--- config.mk ---
export PLATFORM = sky130hd
export DESIGN_NAME = pum_port_mgmt
export DESIGN_NICKNAME = d
export VERILOG_FILES = /design/src/verilog/pum_pkg.sv /design/src/verilog/pum_port_mgmt.sv /design/src/verilog/pum_sync2.sv
export VERILOG_INCLUDE_DIRS = /design/src /design/src/verilog
export SDC_FILE = /design/constraint.sdc
export NUM_CORES = 1
export LEC_CHECK = 0
export BUFFER_PORTS_ARGS = -buffer_cell sky130_fd_sc_hd__clkbuf_2
export CORE_AREA = 2 2 75 77
export DETAILED_ROUTE_END_ITERATION = 10
export DIE_AREA = 0 0 77 79
export PLACE_DENSITY_LB_ADDON = 0.12
export SLEW_MARGIN = 0
export SYNTH_ARGS = -nofsm -noshare
export SYNTH_HDL_FRONTEND = slang
export SYNTH_HIERARCHICAL = 1
export SYNTH_SLANG_ARGS = --single-unit
--- constraint.sdc ---
create_clock -name clk -period 3.17 [get_ports clk]
set_clock_uncertainty 0.1 [all_clocks]
set_input_delay 0 -clock clk [delete_from_list [all_inputs] [get_ports clk]]
set_output_delay 0 -clock clk [all_outputs]
set_load 0.02 [all_outputs]
--- src/verilog/pum_params.svh ---
// constants for the upstream port management block
// assumes inclusion by bare name from the design files
`ifndef PUM_PARAMS_SVH
`define PUM_PARAMS_SVH
`define PUM_BEACON_EN_BIT   4'hA
`define PUM_GEN_CTRL_OFFSET 8'hD4
`define PUM_STRAP_SETTLE    2'h3
`define PUM_CREDIT_PH       8'h08
`define PUM_CREDIT_PD       12'h080
`define PUM_CREDIT_NPH      8'h04
`define PUM_CREDIT_NPD      12'h004
`define PUM_CREDIT_CPLH     8'h00
`define PUM_CREDIT_CPLD     12'h000
`define PUM_MSG_ASSERT_INTA 8'h20
`define PUM_MSG_DEASSERT_INTA 8'h24
`define PUM_MSG_PM_ASNAK    8'h14
`define PUM_MSG_PM_PME      8'h18
`define PUM_MSG_PME_TURNOFF 8'h19
`define PUM_MSG_PME_TO_ACK  8'h1B
`define PUM_MSG_ERR_COR     8'h30
`define PUM_MSG_ERR_NONFATAL 8'h31
`define PUM_MSG_ERR_FATAL   8'h33
`define PUM_MSG_UNLOCK      8'h00
`define PUM_MSG_SLOT_PWR    8'h50
`define PUM_MSG_VENDOR0     8'h7E
`define PUM_MSG_VENDOR1     8'h7F
`define PUM_MSG_HP_BASE     8'h40
`define PUM_MSG_HP_MASK     8'hF0
`define PUM_MSG_AS_BASE     8'h60
`define PUM_MSG_AS_MASK     8'hF0
`endif

--- src/verilog/pum_pkg.sv ---
// types for the upstream port management block
// assumes nothing of its surroundings
package pum_pkg;
  typedef enum logic [1:0] {
    PUM_RX_DROP    = 2'h0,
    PUM_RX_PROCESS = 2'h1,
    PUM_RX_UR      = 2'h2
  } pum_rx_action_t;
  typedef enum logic [1:0] {
    PUM_BCN_IDLE = 2'h0,
    PUM_BCN_SEND = 2'h1
  } pum_bcn_state_t;
endpackage

--- src/verilog/pum_port_mgmt.sv ---
// link management for the upstream x1 port of a bridge
// assumes clk at 100 MHz, pins synchronised here, message codes on 8 bits
// Behaviour
// - strap high selects 125 MHz single-ended reference, else 100 MHz differential.
// - beacon generation may only start while control bit 10 is set.
// - in L2 with beacon enabled, a secondary PME request starts beacon.
// - beacon continues until reset is deasserted, then stops.
// - wake pulled low to request power and clocks, released otherwise.
// - upstream drives reset; reset-class state returns to defaults meanwhile.
// - advertise 8 PH, 128 PD, 4 NPH, 4 NPD credits after init.
// - completion header and data credits advertised as zero, infinite.
// - listed interrupt, PM and error messages are transmitted upstream.
// - ASPM Nak, PME turn-off and slot power limit are processed.
// - unlock, hot-plug, switching, vendor type 1 are silently dropped.
// - vendor type 0 is answered as an unsupported request.
`timescale 1ns/1ps
`default_nettype none
`include "pum_params.svh"
module pum_port_mgmt (
  input  wire logic        clk,
  input  wire logic        rst_n,
  input  wire logic        singleEndedClkSelect,
  input  wire logic        perstPin_n,
  input  wire logic        pmeReqPin_n,
  input  wire logic [15:0] genCtrl,
  input  wire logic        linkInL2,
  input  wire logic        linkUp,
  input  wire logic        txMsgReq,
  input  wire logic [7:0]  txMsgCode,
  output logic             txMsgAck,
  output logic             txMsgValid,
  output logic [7:0]       txMsgOut,
  input  wire logic        rxMsgValid,
  input  wire logic [7:0]  rxMsgCode,
  output logic             rxProcess,
  output logic             rxUnsupported,
  output logic             rxDropped,
  output logic             turnOffSeen,
  output logic             asNakSeen,
  output logic             slotPowerSeen,
  output logic             useSingleEndedRef,
  output logic             beaconActive,
  output logic             wakeOut,
  output logic             wakeOe,
  output logic             perstResetActive,
  output logic [7:0]       creditPh,
  output logic [11:0]      creditPd,
  output logic [7:0]       creditNph,
  output logic [11:0]      creditNpd,
  output logic [7:0]       creditCplh,
  output logic [11:0]      creditCpld,
  output logic             creditsValid
);
  logic [2:0] pinSync;
  logic       strapSync;
  logic       perstSync_n;
  logic       pmeSync_n;

  // the strap is a pin too, so it goes through the same flops
  pum_sync2 #(.WIDTH(3)) uSync (
    .clk     (clk),
    .rst_n   (rst_n),
    .asyncIn ({singleEndedClkSelect, perstPin_n, pmeReqPin_n}),
    .syncOut (pinSync)
  );
  assign strapSync   = pinSync[2];
  assign perstSync_n = pinSync[1];
  assign pmeSync_n   = pinSync[0];

  function automatic logic isTxMsg(input logic [7:0] c);
    isTxMsg = (c[7:2] == 6'(`PUM_MSG_ASSERT_INTA >> 2))
           || (c[7:2] == 6'(`PUM_MSG_DEASSERT_INTA >> 2))
           || (c == `PUM_MSG_PM_PME) || (c == `PUM_MSG_PME_TO_ACK)
           || (c == `PUM_MSG_ERR_COR) || (c == `PUM_MSG_ERR_NONFATAL)
           || (c == `PUM_MSG_ERR_FATAL);
  endfunction

  function automatic pum_pkg::pum_rx_action_t rxClass(input logic [7:0] c);
    if (c == `PUM_MSG_PM_ASNAK || c == `PUM_MSG_PME_TURNOFF
        || c == `PUM_MSG_SLOT_PWR)
      rxClass = pum_pkg::PUM_RX_PROCESS;
    else if (c == `PUM_MSG_VENDOR0)
      rxClass = pum_pkg::PUM_RX_UR;
    else
      rxClass = pum_pkg::PUM_RX_DROP;
  endfunction

  // strap frozen once the synchroniser has filled after reset release
  logic [1:0]              strapAge_q;
  logic [1:0]              strapAge_d;
  logic                    strapSel_q;
  logic                    strapSel_d;
  pum_pkg::pum_bcn_state_t bcn_q;
  pum_pkg::pum_bcn_state_t bcn_d;
  logic                    wake_q;
  logic                    wake_d;
  logic credValid_q, credValid_d;
  logic [7:0] txOut_q, txOut_d;
  logic txValid_q, txValid_d;
  logic rxProc_q, rxProc_d, rxUr_q, rxUr_d, rxDrop_q, rxDrop_d;
  logic turnOff_q, turnOff_d, asNak_q, asNak_d, slotPwr_q, slotPwr_d;
  logic beaconEnable;
  pum_pkg::pum_rx_action_t act;

  assign beaconEnable = genCtrl[`PUM_BEACON_EN_BIT];

  // power group: beacon must live through PERST, so no PERST clear here
  always_comb
  begin
    strapAge_d = strapAge_q;
    strapSel_d = strapSel_q;
    if (strapAge_q != `PUM_STRAP_SETTLE)
    begin
      strapAge_d = strapAge_q + 2'h1;
      strapSel_d = strapSync;
    end
    bcn_d  = bcn_q;
    wake_d = wake_q;
    case (bcn_q)
      pum_pkg::PUM_BCN_IDLE:
      begin
        if (linkInL2 && beaconEnable && !pmeSync_n)
        begin
          bcn_d  = pum_pkg::PUM_BCN_SEND;
          wake_d = 1'b1;
        end
      end
      pum_pkg::PUM_BCN_SEND:
      begin
        if (perstSync_n)
        begin
          bcn_d  = pum_pkg::PUM_BCN_IDLE;
          wake_d = 1'b0;
        end
      end
      default: bcn_d = pum_pkg::PUM_BCN_IDLE;
    endcase
  end

  always_ff @(posedge clk or negedge rst_n)
  begin
    if (!rst_n)
    begin
      strapAge_q <= 2'h0;
      strapSel_q <= 1'b0;
      bcn_q      <= pum_pkg::PUM_BCN_IDLE;
      wake_q     <= 1'b0;
    end
    else
    begin
      strapAge_q <= strapAge_d;
      strapSel_q <= strapSel_d;
      bcn_q      <= bcn_d;
      wake_q     <= wake_d;
    end
  end

  // message group: every pulse and the credit flag are PERST-reset
  always_comb
  begin
    credValid_d = linkUp && perstSync_n;
    txValid_d = txMsgReq && isTxMsg(txMsgCode) && perstSync_n;
    txOut_d   = txValid_d ? txMsgCode : txOut_q;
    act       = rxClass(rxMsgCode);
    rxProc_d  = rxMsgValid && act == pum_pkg::PUM_RX_PROCESS;
    rxUr_d    = rxMsgValid && act == pum_pkg::PUM_RX_UR;
    rxDrop_d  = rxMsgValid && act == pum_pkg::PUM_RX_DROP;
    turnOff_d = rxProc_d && rxMsgCode == `PUM_MSG_PME_TURNOFF;
    asNak_d   = rxProc_d && rxMsgCode == `PUM_MSG_PM_ASNAK;
    slotPwr_d = rxProc_d && rxMsgCode == `PUM_MSG_SLOT_PWR;
    if (!perstSync_n)
    begin
      credValid_d = 1'b0;
      txValid_d   = 1'b0;
      rxProc_d    = 1'b0;
      rxUr_d      = 1'b0;
      rxDrop_d    = 1'b0;
      turnOff_d   = 1'b0;
      asNak_d     = 1'b0;
      slotPwr_d   = 1'b0;
    end
  end

  always_ff @(posedge clk or negedge rst_n)
  begin
    if (!rst_n)
    begin
      credValid_q <= 1'b0;
      txValid_q   <= 1'b0;
      txOut_q     <= 8'h00;
      rxProc_q    <= 1'b0;
      rxUr_q      <= 1'b0;
      rxDrop_q    <= 1'b0;
      turnOff_q   <= 1'b0;
      asNak_q     <= 1'b0;
      slotPwr_q   <= 1'b0;
    end
    else
    begin
      credValid_q <= credValid_d;
      txValid_q   <= txValid_d;
      txOut_q     <= txOut_d;
      rxProc_q    <= rxProc_d;
      rxUr_q      <= rxUr_d;
      rxDrop_q    <= rxDrop_d;
      turnOff_q   <= turnOff_d;
      asNak_q     <= asNak_d;
      slotPwr_q   <= slotPwr_d;
    end
  end

  // requests outside the transmit list are accepted but never sent
  assign txMsgAck          = txMsgReq;
  assign txMsgValid        = txValid_q;
  assign txMsgOut          = txOut_q;
  assign rxProcess         = rxProc_q;
  assign rxUnsupported     = rxUr_q;
  assign rxDropped         = rxDrop_q;
  assign turnOffSeen       = turnOff_q;
  assign asNakSeen         = asNak_q;
  assign slotPowerSeen     = slotPwr_q;
  assign useSingleEndedRef = strapSel_q;
  assign beaconActive      = bcn_q == pum_pkg::PUM_BCN_SEND;
  // open drain: output always low, enable asserts the pull
  assign wakeOut           = 1'b0;
  assign wakeOe            = wake_q;
  assign perstResetActive  = !perstSync_n;
  assign creditPh   = credValid_q ? `PUM_CREDIT_PH   : 8'h00;
  assign creditPd   = credValid_q ? `PUM_CREDIT_PD   : 12'h000;
  assign creditNph  = credValid_q ? `PUM_CREDIT_NPH  : 8'h00;
  assign creditNpd  = credValid_q ? `PUM_CREDIT_NPD  : 12'h000;
  assign creditCplh = `PUM_CREDIT_CPLH;
  assign creditCpld = `PUM_CREDIT_CPLD;
  assign creditsValid = credValid_q;
endmodule // pum_port_mgmt
`default_nettype wire

--- src/verilog/pum_sync2.sv ---
// two-flop synchroniser for a level from outside the clock domain
// assumes the input changes slowly relative to clk
`timescale 1ns/1ps
`default_nettype none
module pum_sync2 #(
  parameter int WIDTH = 1
) (
  input  wire logic             clk,
  input  wire logic             rst_n,
  input  wire logic [WIDTH-1:0] asyncIn,
  output logic      [WIDTH-1:0] syncOut
);
  logic [WIDTH-1:0] meta_q;
  logic [WIDTH-1:0] meta_d;
  logic [WIDTH-1:0] sync_q;
  logic [WIDTH-1:0] sync_d;

  always_comb
  begin
    meta_d = asyncIn;
    sync_d = meta_q;
  end

  always_ff @(posedge clk or negedge rst_n)
  begin
    if (!rst_n)
    begin
      meta_q <= '0;
      sync_q <= '0;
    end
    else
    begin
      meta_q <= meta_d;
      sync_q <= sync_d;
    end
  end

  assign syncOut = sync_q;
endmodule // pum_sync2
`default_nettype wire

Word level (Yosys, flattened, before mapping)
Index checks and enable logic that the tools add are counted.

word-level totals
  output and inout bits = 82
  bits in registers = 28
  logic and storage cells = 79

operators by class
  add/sub/neg operators = 1
  equal/unequal tests = 17
  multiplexer cells = 20
  reductions and logical operators = 26

operators by type and width
  operator                                             count
  equality test 8 x 5 -> 1 bit, second input constant  4
  equality test 8 x 6 -> 1 bit, second input constant  3
  equality test 8 x 7 -> 1 bit, second input constant  2
  equality test 6 x 4 -> 1 bit, second input constant  2
  logical AND 1 bit                                    11
  two-way mux 1 bit                                    10
  logical OR 1 bit                                     8
  two-way mux 2 bit                                    4
  two-way mux 8 bit                                    1
  two-way mux 3 bit                                    2
  equality test 2 x 1 -> 1 bit, second input constant  2
  zero test 2 bit                                      2
  two-way mux 4 bit                                    1
  != test 2 bit, second input constant                 2
  one-hot mux 2 bit (2 select lines)                   1
  AND reduction 3 bit                                  1
  adder 2 x 1 -> 2 bit, second input constant          1
  equality test 2 bit, second input constant           1
  zero test 1 bit                                      2
  != test 2 x 1 -> 1 bit, second input constant        1
  one-hot mux 1 bit (2 select lines)                   1
  AND reduction 2 bit                                  1
  nonzero test 2 bit                                   1

Logic depth before layout (Yosys ltp)
  depth after elaboration = 10
  mapped depth = 5
  mapped depth without buffers = 4

Cells and area by module
The synthesis kept the hierarchy.

by module, submodules not included
  module         area each (µm²)  times used  cells each  seq. area each (µm²)
  pum_port_mgmt  1371.3           1           139         500.5
  pum_sync2      150.1            1           6           150.1

Worst setup path before layout
Ideal clock, no wire load.

  path kind = register -> register
  from = register uSync.sync_q[1], in the netlist uSync/syncOut[1]
  to = register txOut_q[0], in the netlist txMsgOut[0]
  period minus slack after synthesis = 1.643 ns
  buffers on the path = 1
  required time = 2.945 ns
  library setup time = 0.125 ns
  arrival time = 1.418 ns
  stages on the path, launching flop included = 6
  slack = 1.527 ns
  cells stage by stage = dfrtp_1 nand2_2 a2111oi_4 o211a_1 buf_6 mux2_4

between the ends
  longest elaborated chain between the ends = 1

RTL lines
  element                   RTL line              RTL
  start: declaration        pum_sync2.sv:15       logic [WIDTH-1:0] sync_q;
  start signal: assignment  pum_sync2.sv:34       sync_q <= sync_d;
  logical AND 1 bit         pum_port_mgmt.sv:162  txValid_d = txMsgReq && isTxMsg(txMsgCode) && perstSync_n;
  end signal: assignment    pum_port_mgmt.sv:202  txOut_q <= txOut_d;
  end: declaration          pum_port_mgmt.sv:98   logic [7:0] txOut_q, txOut_d;

Every way passes these cells.
A chain may end at the register's enable or synchronous reset.

Worst setup path in the final report
  from = register uSync.sync_q[1], in the netlist uSync/syncOut[1]
  to = register txOut_q[2], in the netlist txMsgOut[2]

The elaborated chain is that of the path after synthesis.

==> results.tsv <==
stage	metric	value	unit
run_status	status	finished clean	
clock_tree	CTS Buf Count	3	
clock_tree	PostCTS Resize Cnt	0	
final_layout	NumNets Final	257	
global_route	vias in the first global route	912	
clock_tree	post-CTS setup buffers	0	
sta	Post-Route Setup TNS	0	ns
worst_setup_path	Worst EP arrival	2.32	ns
placed_design	IO buf count	50	
final_layout	Ant. Diodes	0	
worst_setup_path	Max FO, Critical Path	7	
final_layout	layout cells sized above 1	29.0	%
final_layout	Util after Layout	35.1	%
logic_synthesis	count leader, synth	buf_4	
final_layout	synth-to-layout area growth	23.1	%
sta	final hold violation count	0	
logic_synthesis	async set-reset flop share out of synthesis	100	%
sta	Worst Tran Pin Value	0.684	ns
final_layout	Finished Cell Area	0.00187	mm²
logic_synthesis	synth cell count leaders	buf_4 (63), dfrtp_1 (26), nor2_1 (6)	
floorplanning	row count	27	
logic_synthesis	Yosys cell types	33	
clock_tree	CTS Buffer Depth	2	
floorplanning	Die Footprint	0.00608	mm²
logic_synthesis	Synth top area share	42.8	%
placed_design	placed insts	259	
clock_tree	Clock Latency Late Sink	0.26	ns
worst_setup_path	Worst Setup Start Kind	flip-flop	
sta	final cycle utilization of the critical path	71.6	%
logic_synthesis	sequential element share of the synthesized area	42.8	%
clock_tree	Max H-tree Level	1	
global_route	GRT Overall Usage	8.62	%
logic_synthesis	most used flip-flop cell after synthesis	dfrtp_1	
final_layout	Finished Layout Cells	286	
power	Max VDD drop	0.141	mV
routing	Detailed Routing Iterations Pass 1	2	
sta	final setup violation count	0	
power	P per Cell Area	421	mW/mm²
global_route	total gr overflow	0	
routing	Vias/cell	3.62	
floorplanning	core area	0.00534	mm²
routing	drt drc	0	
clock_tree	CTS tree	done	
worst_setup_path	Worst EP required	3.22	ns
sta	RSZ-0062 raised after global routing	false	
sta	Max-slew headroom	54.4	%
clock_tree	Clock Pin Slew Worst Setup and Hold Paths	0.09	ns
logic_synthesis	FF+latch count, synth	26	
logic_synthesis	syn avg cell area	10.5	µm²
clock_tree	CTS Root Cell	clkbuf_8	
routing	number of DRC markers in iteration 0	25	
floorplanning	die height	79	µm
hold_path	hold crit path type	in2reg	
flow_run	Max-Cap Viols	0	
clock_tree	Hold Buf Count CTS	23	
placed_design	placed cell area	0.00159	mm²
sta	Final Critical Period	2.27	ns
floorplanning	Initial Utilization	28.5	%
global_route	largest net degree at the start of global routing	27	
worst_setup_path	Critical Path Sink Type	flip-flop	
placed_design	dpl hpwl	2000	µm
routing	DR vias	1035	
routing	WL final	2630	µm
routing	average wire per standard cell	9.21	µm
worst_setup_path	Setup Crit Path Kind	reg2reg	
floorplanning	Die X-Extent	77	µm
floorplanning	Ports	123	
global_route	initial antenna violation count	0	
logic_synthesis	synthesized area	0.00152	mm²
logic_synthesis	Cells after Synth	145	
logic_synthesis	Post-synth EDFFs	0	
power	Static Leak	0.000978	µW
sta	max-slew violations	0	
sta	fmax	441	MHz
global_route	first-pass GRT wire length	4130	µm
routing	number of antenna-violating nets in the routed design	0	
logic_synthesis	Yosys top cell by area	dfrtp_1	
logic_synthesis	Synth area leaders	dfrtp_1 (43%), buf_4 (31%), mux2_4 (3.0%), a2111oi_4 (1.8%), mux2_2 (1.5%)	
logic_synthesis	Syn. warnings	6	
placed_design	GP Congestion	0.664	
clock_tree	# clock sinks	26	
[kinds of logic after synthesis]
family          synth area share [%]
mux                             4.44
xor+xnor                       0.576
fa+ha+maj                      0.822
flops                           42.8
buf+inv                         33.1
compound gates                  8.22
other cells                    0.246
simple gates                    9.87
[path summary, 6_finish.rpt]
check / from / to / slack, ns / cells past startpoint
min in group asynchronous: rst_n / creditsValid / 0.20 / 2
max in group asynchronous: rst_n / txMsgOut[4] / 2.34 / 2
hold / removal: rxMsgCode[2] / asNakSeen / 0.01 / 3
setup / recovery: uSync/syncOut[1] / txMsgOut[2] / 0.90 / 5
setup reg to reg: uSync/syncOut[1] / txMsgOut[2] / 0.90 / 5
hold reg to reg: uSync/meta_q[2] / uSync/syncOut[2] / 0.25 / 0
[state kept, by name, indices dropped and copies added, names as in the netlist]
register,count
txMsgOut,8
uSync/meta_q,3
uSync/syncOut,3
strapAge_q,2
asNakSeen,1
creditsValid,1
rxDropped,1
rxProcess,1
rxUnsupported,1
slotPowerSeen,1
turnOffSeen,1
txMsgValid,1
useSingleEndedRef,1
wakeOe,1
[worst max-delay path, stage by stage, from the launching register on]
cell,delay [ns]
dfrtp_1,0.46
nand2_2,0.11
a2111oi_4,0.36
o211a_1,0.41
o32ai_1,0.14
dlygate4sd3_1,0.57
[per-layer routing]
layer  track usage [%]  part of all wire, %  vias to the layer above
met3              2.05                  9.4                        2
met4              4.29                  1.2                        0
met2              14.8                   50                       61
li1                  -                    -                      500
met5                 0                    0                        -
met1              10.1                   40                      472
[power breakdown]
group          leakage, µW  internal, µW  switching, µW
sequential        0.000326           354           14.0
combinational     0.000624          74.3            134
clock            0.0000288           111            101
total             0.000978           540            249
[cell usage in the layout (no fill, tap or decap), types with 2 or more instances in the layout]
| cell | count |
|---|---|
| conb_1 | 57 |
| clkbuf_2 | 50 |
| dfrtp_1 | 26 |
| dlygate4sd3_1 | 23 |
| nor2_1 | 6 |
| inv_1 | 5 |
| o21ai_0 | 4 |
| clkbuf_8 | 4 |
| nand2_1 | 3 |
| nor2b_1 | 3 |
| nand3_1 | 3 |
| mux2_4 | 3 |
| a21oi_1 | 2 |
| or4_1 | 2 |
| nand2b_1 | 2 |
| nor4_1 | 2 |
| mux2_2 | 2 |
[through the flow]
stage | worst slack (ns) | hold slack, ns | total power (µW)
2_1_floorplan | 1.53 | -0.396 | 555
3_3_place_gp | 1.27 | -0.0241 | 555
3_5_place_dp | 1.28 | -0.0242 | 556
4_1_cts | 0.863 | 0.00177 | 805
5_1_grt | 0.726 | 0.0150 | 836
6_report | 0.901 | 0.0105 | 788
[final cells by class]
type | count | area [µm²]
inverters | 5 | 18.8
multi-input cells | 106 | 578
flip-flops and latches | 26 | 651
well taps | 72 | 90.1
fillers | 569 | 3460
repair buffers | 73 | 480
clock buffers | 4 | 55.1
No activity file was read; power rests on OpenSTA's default activity.
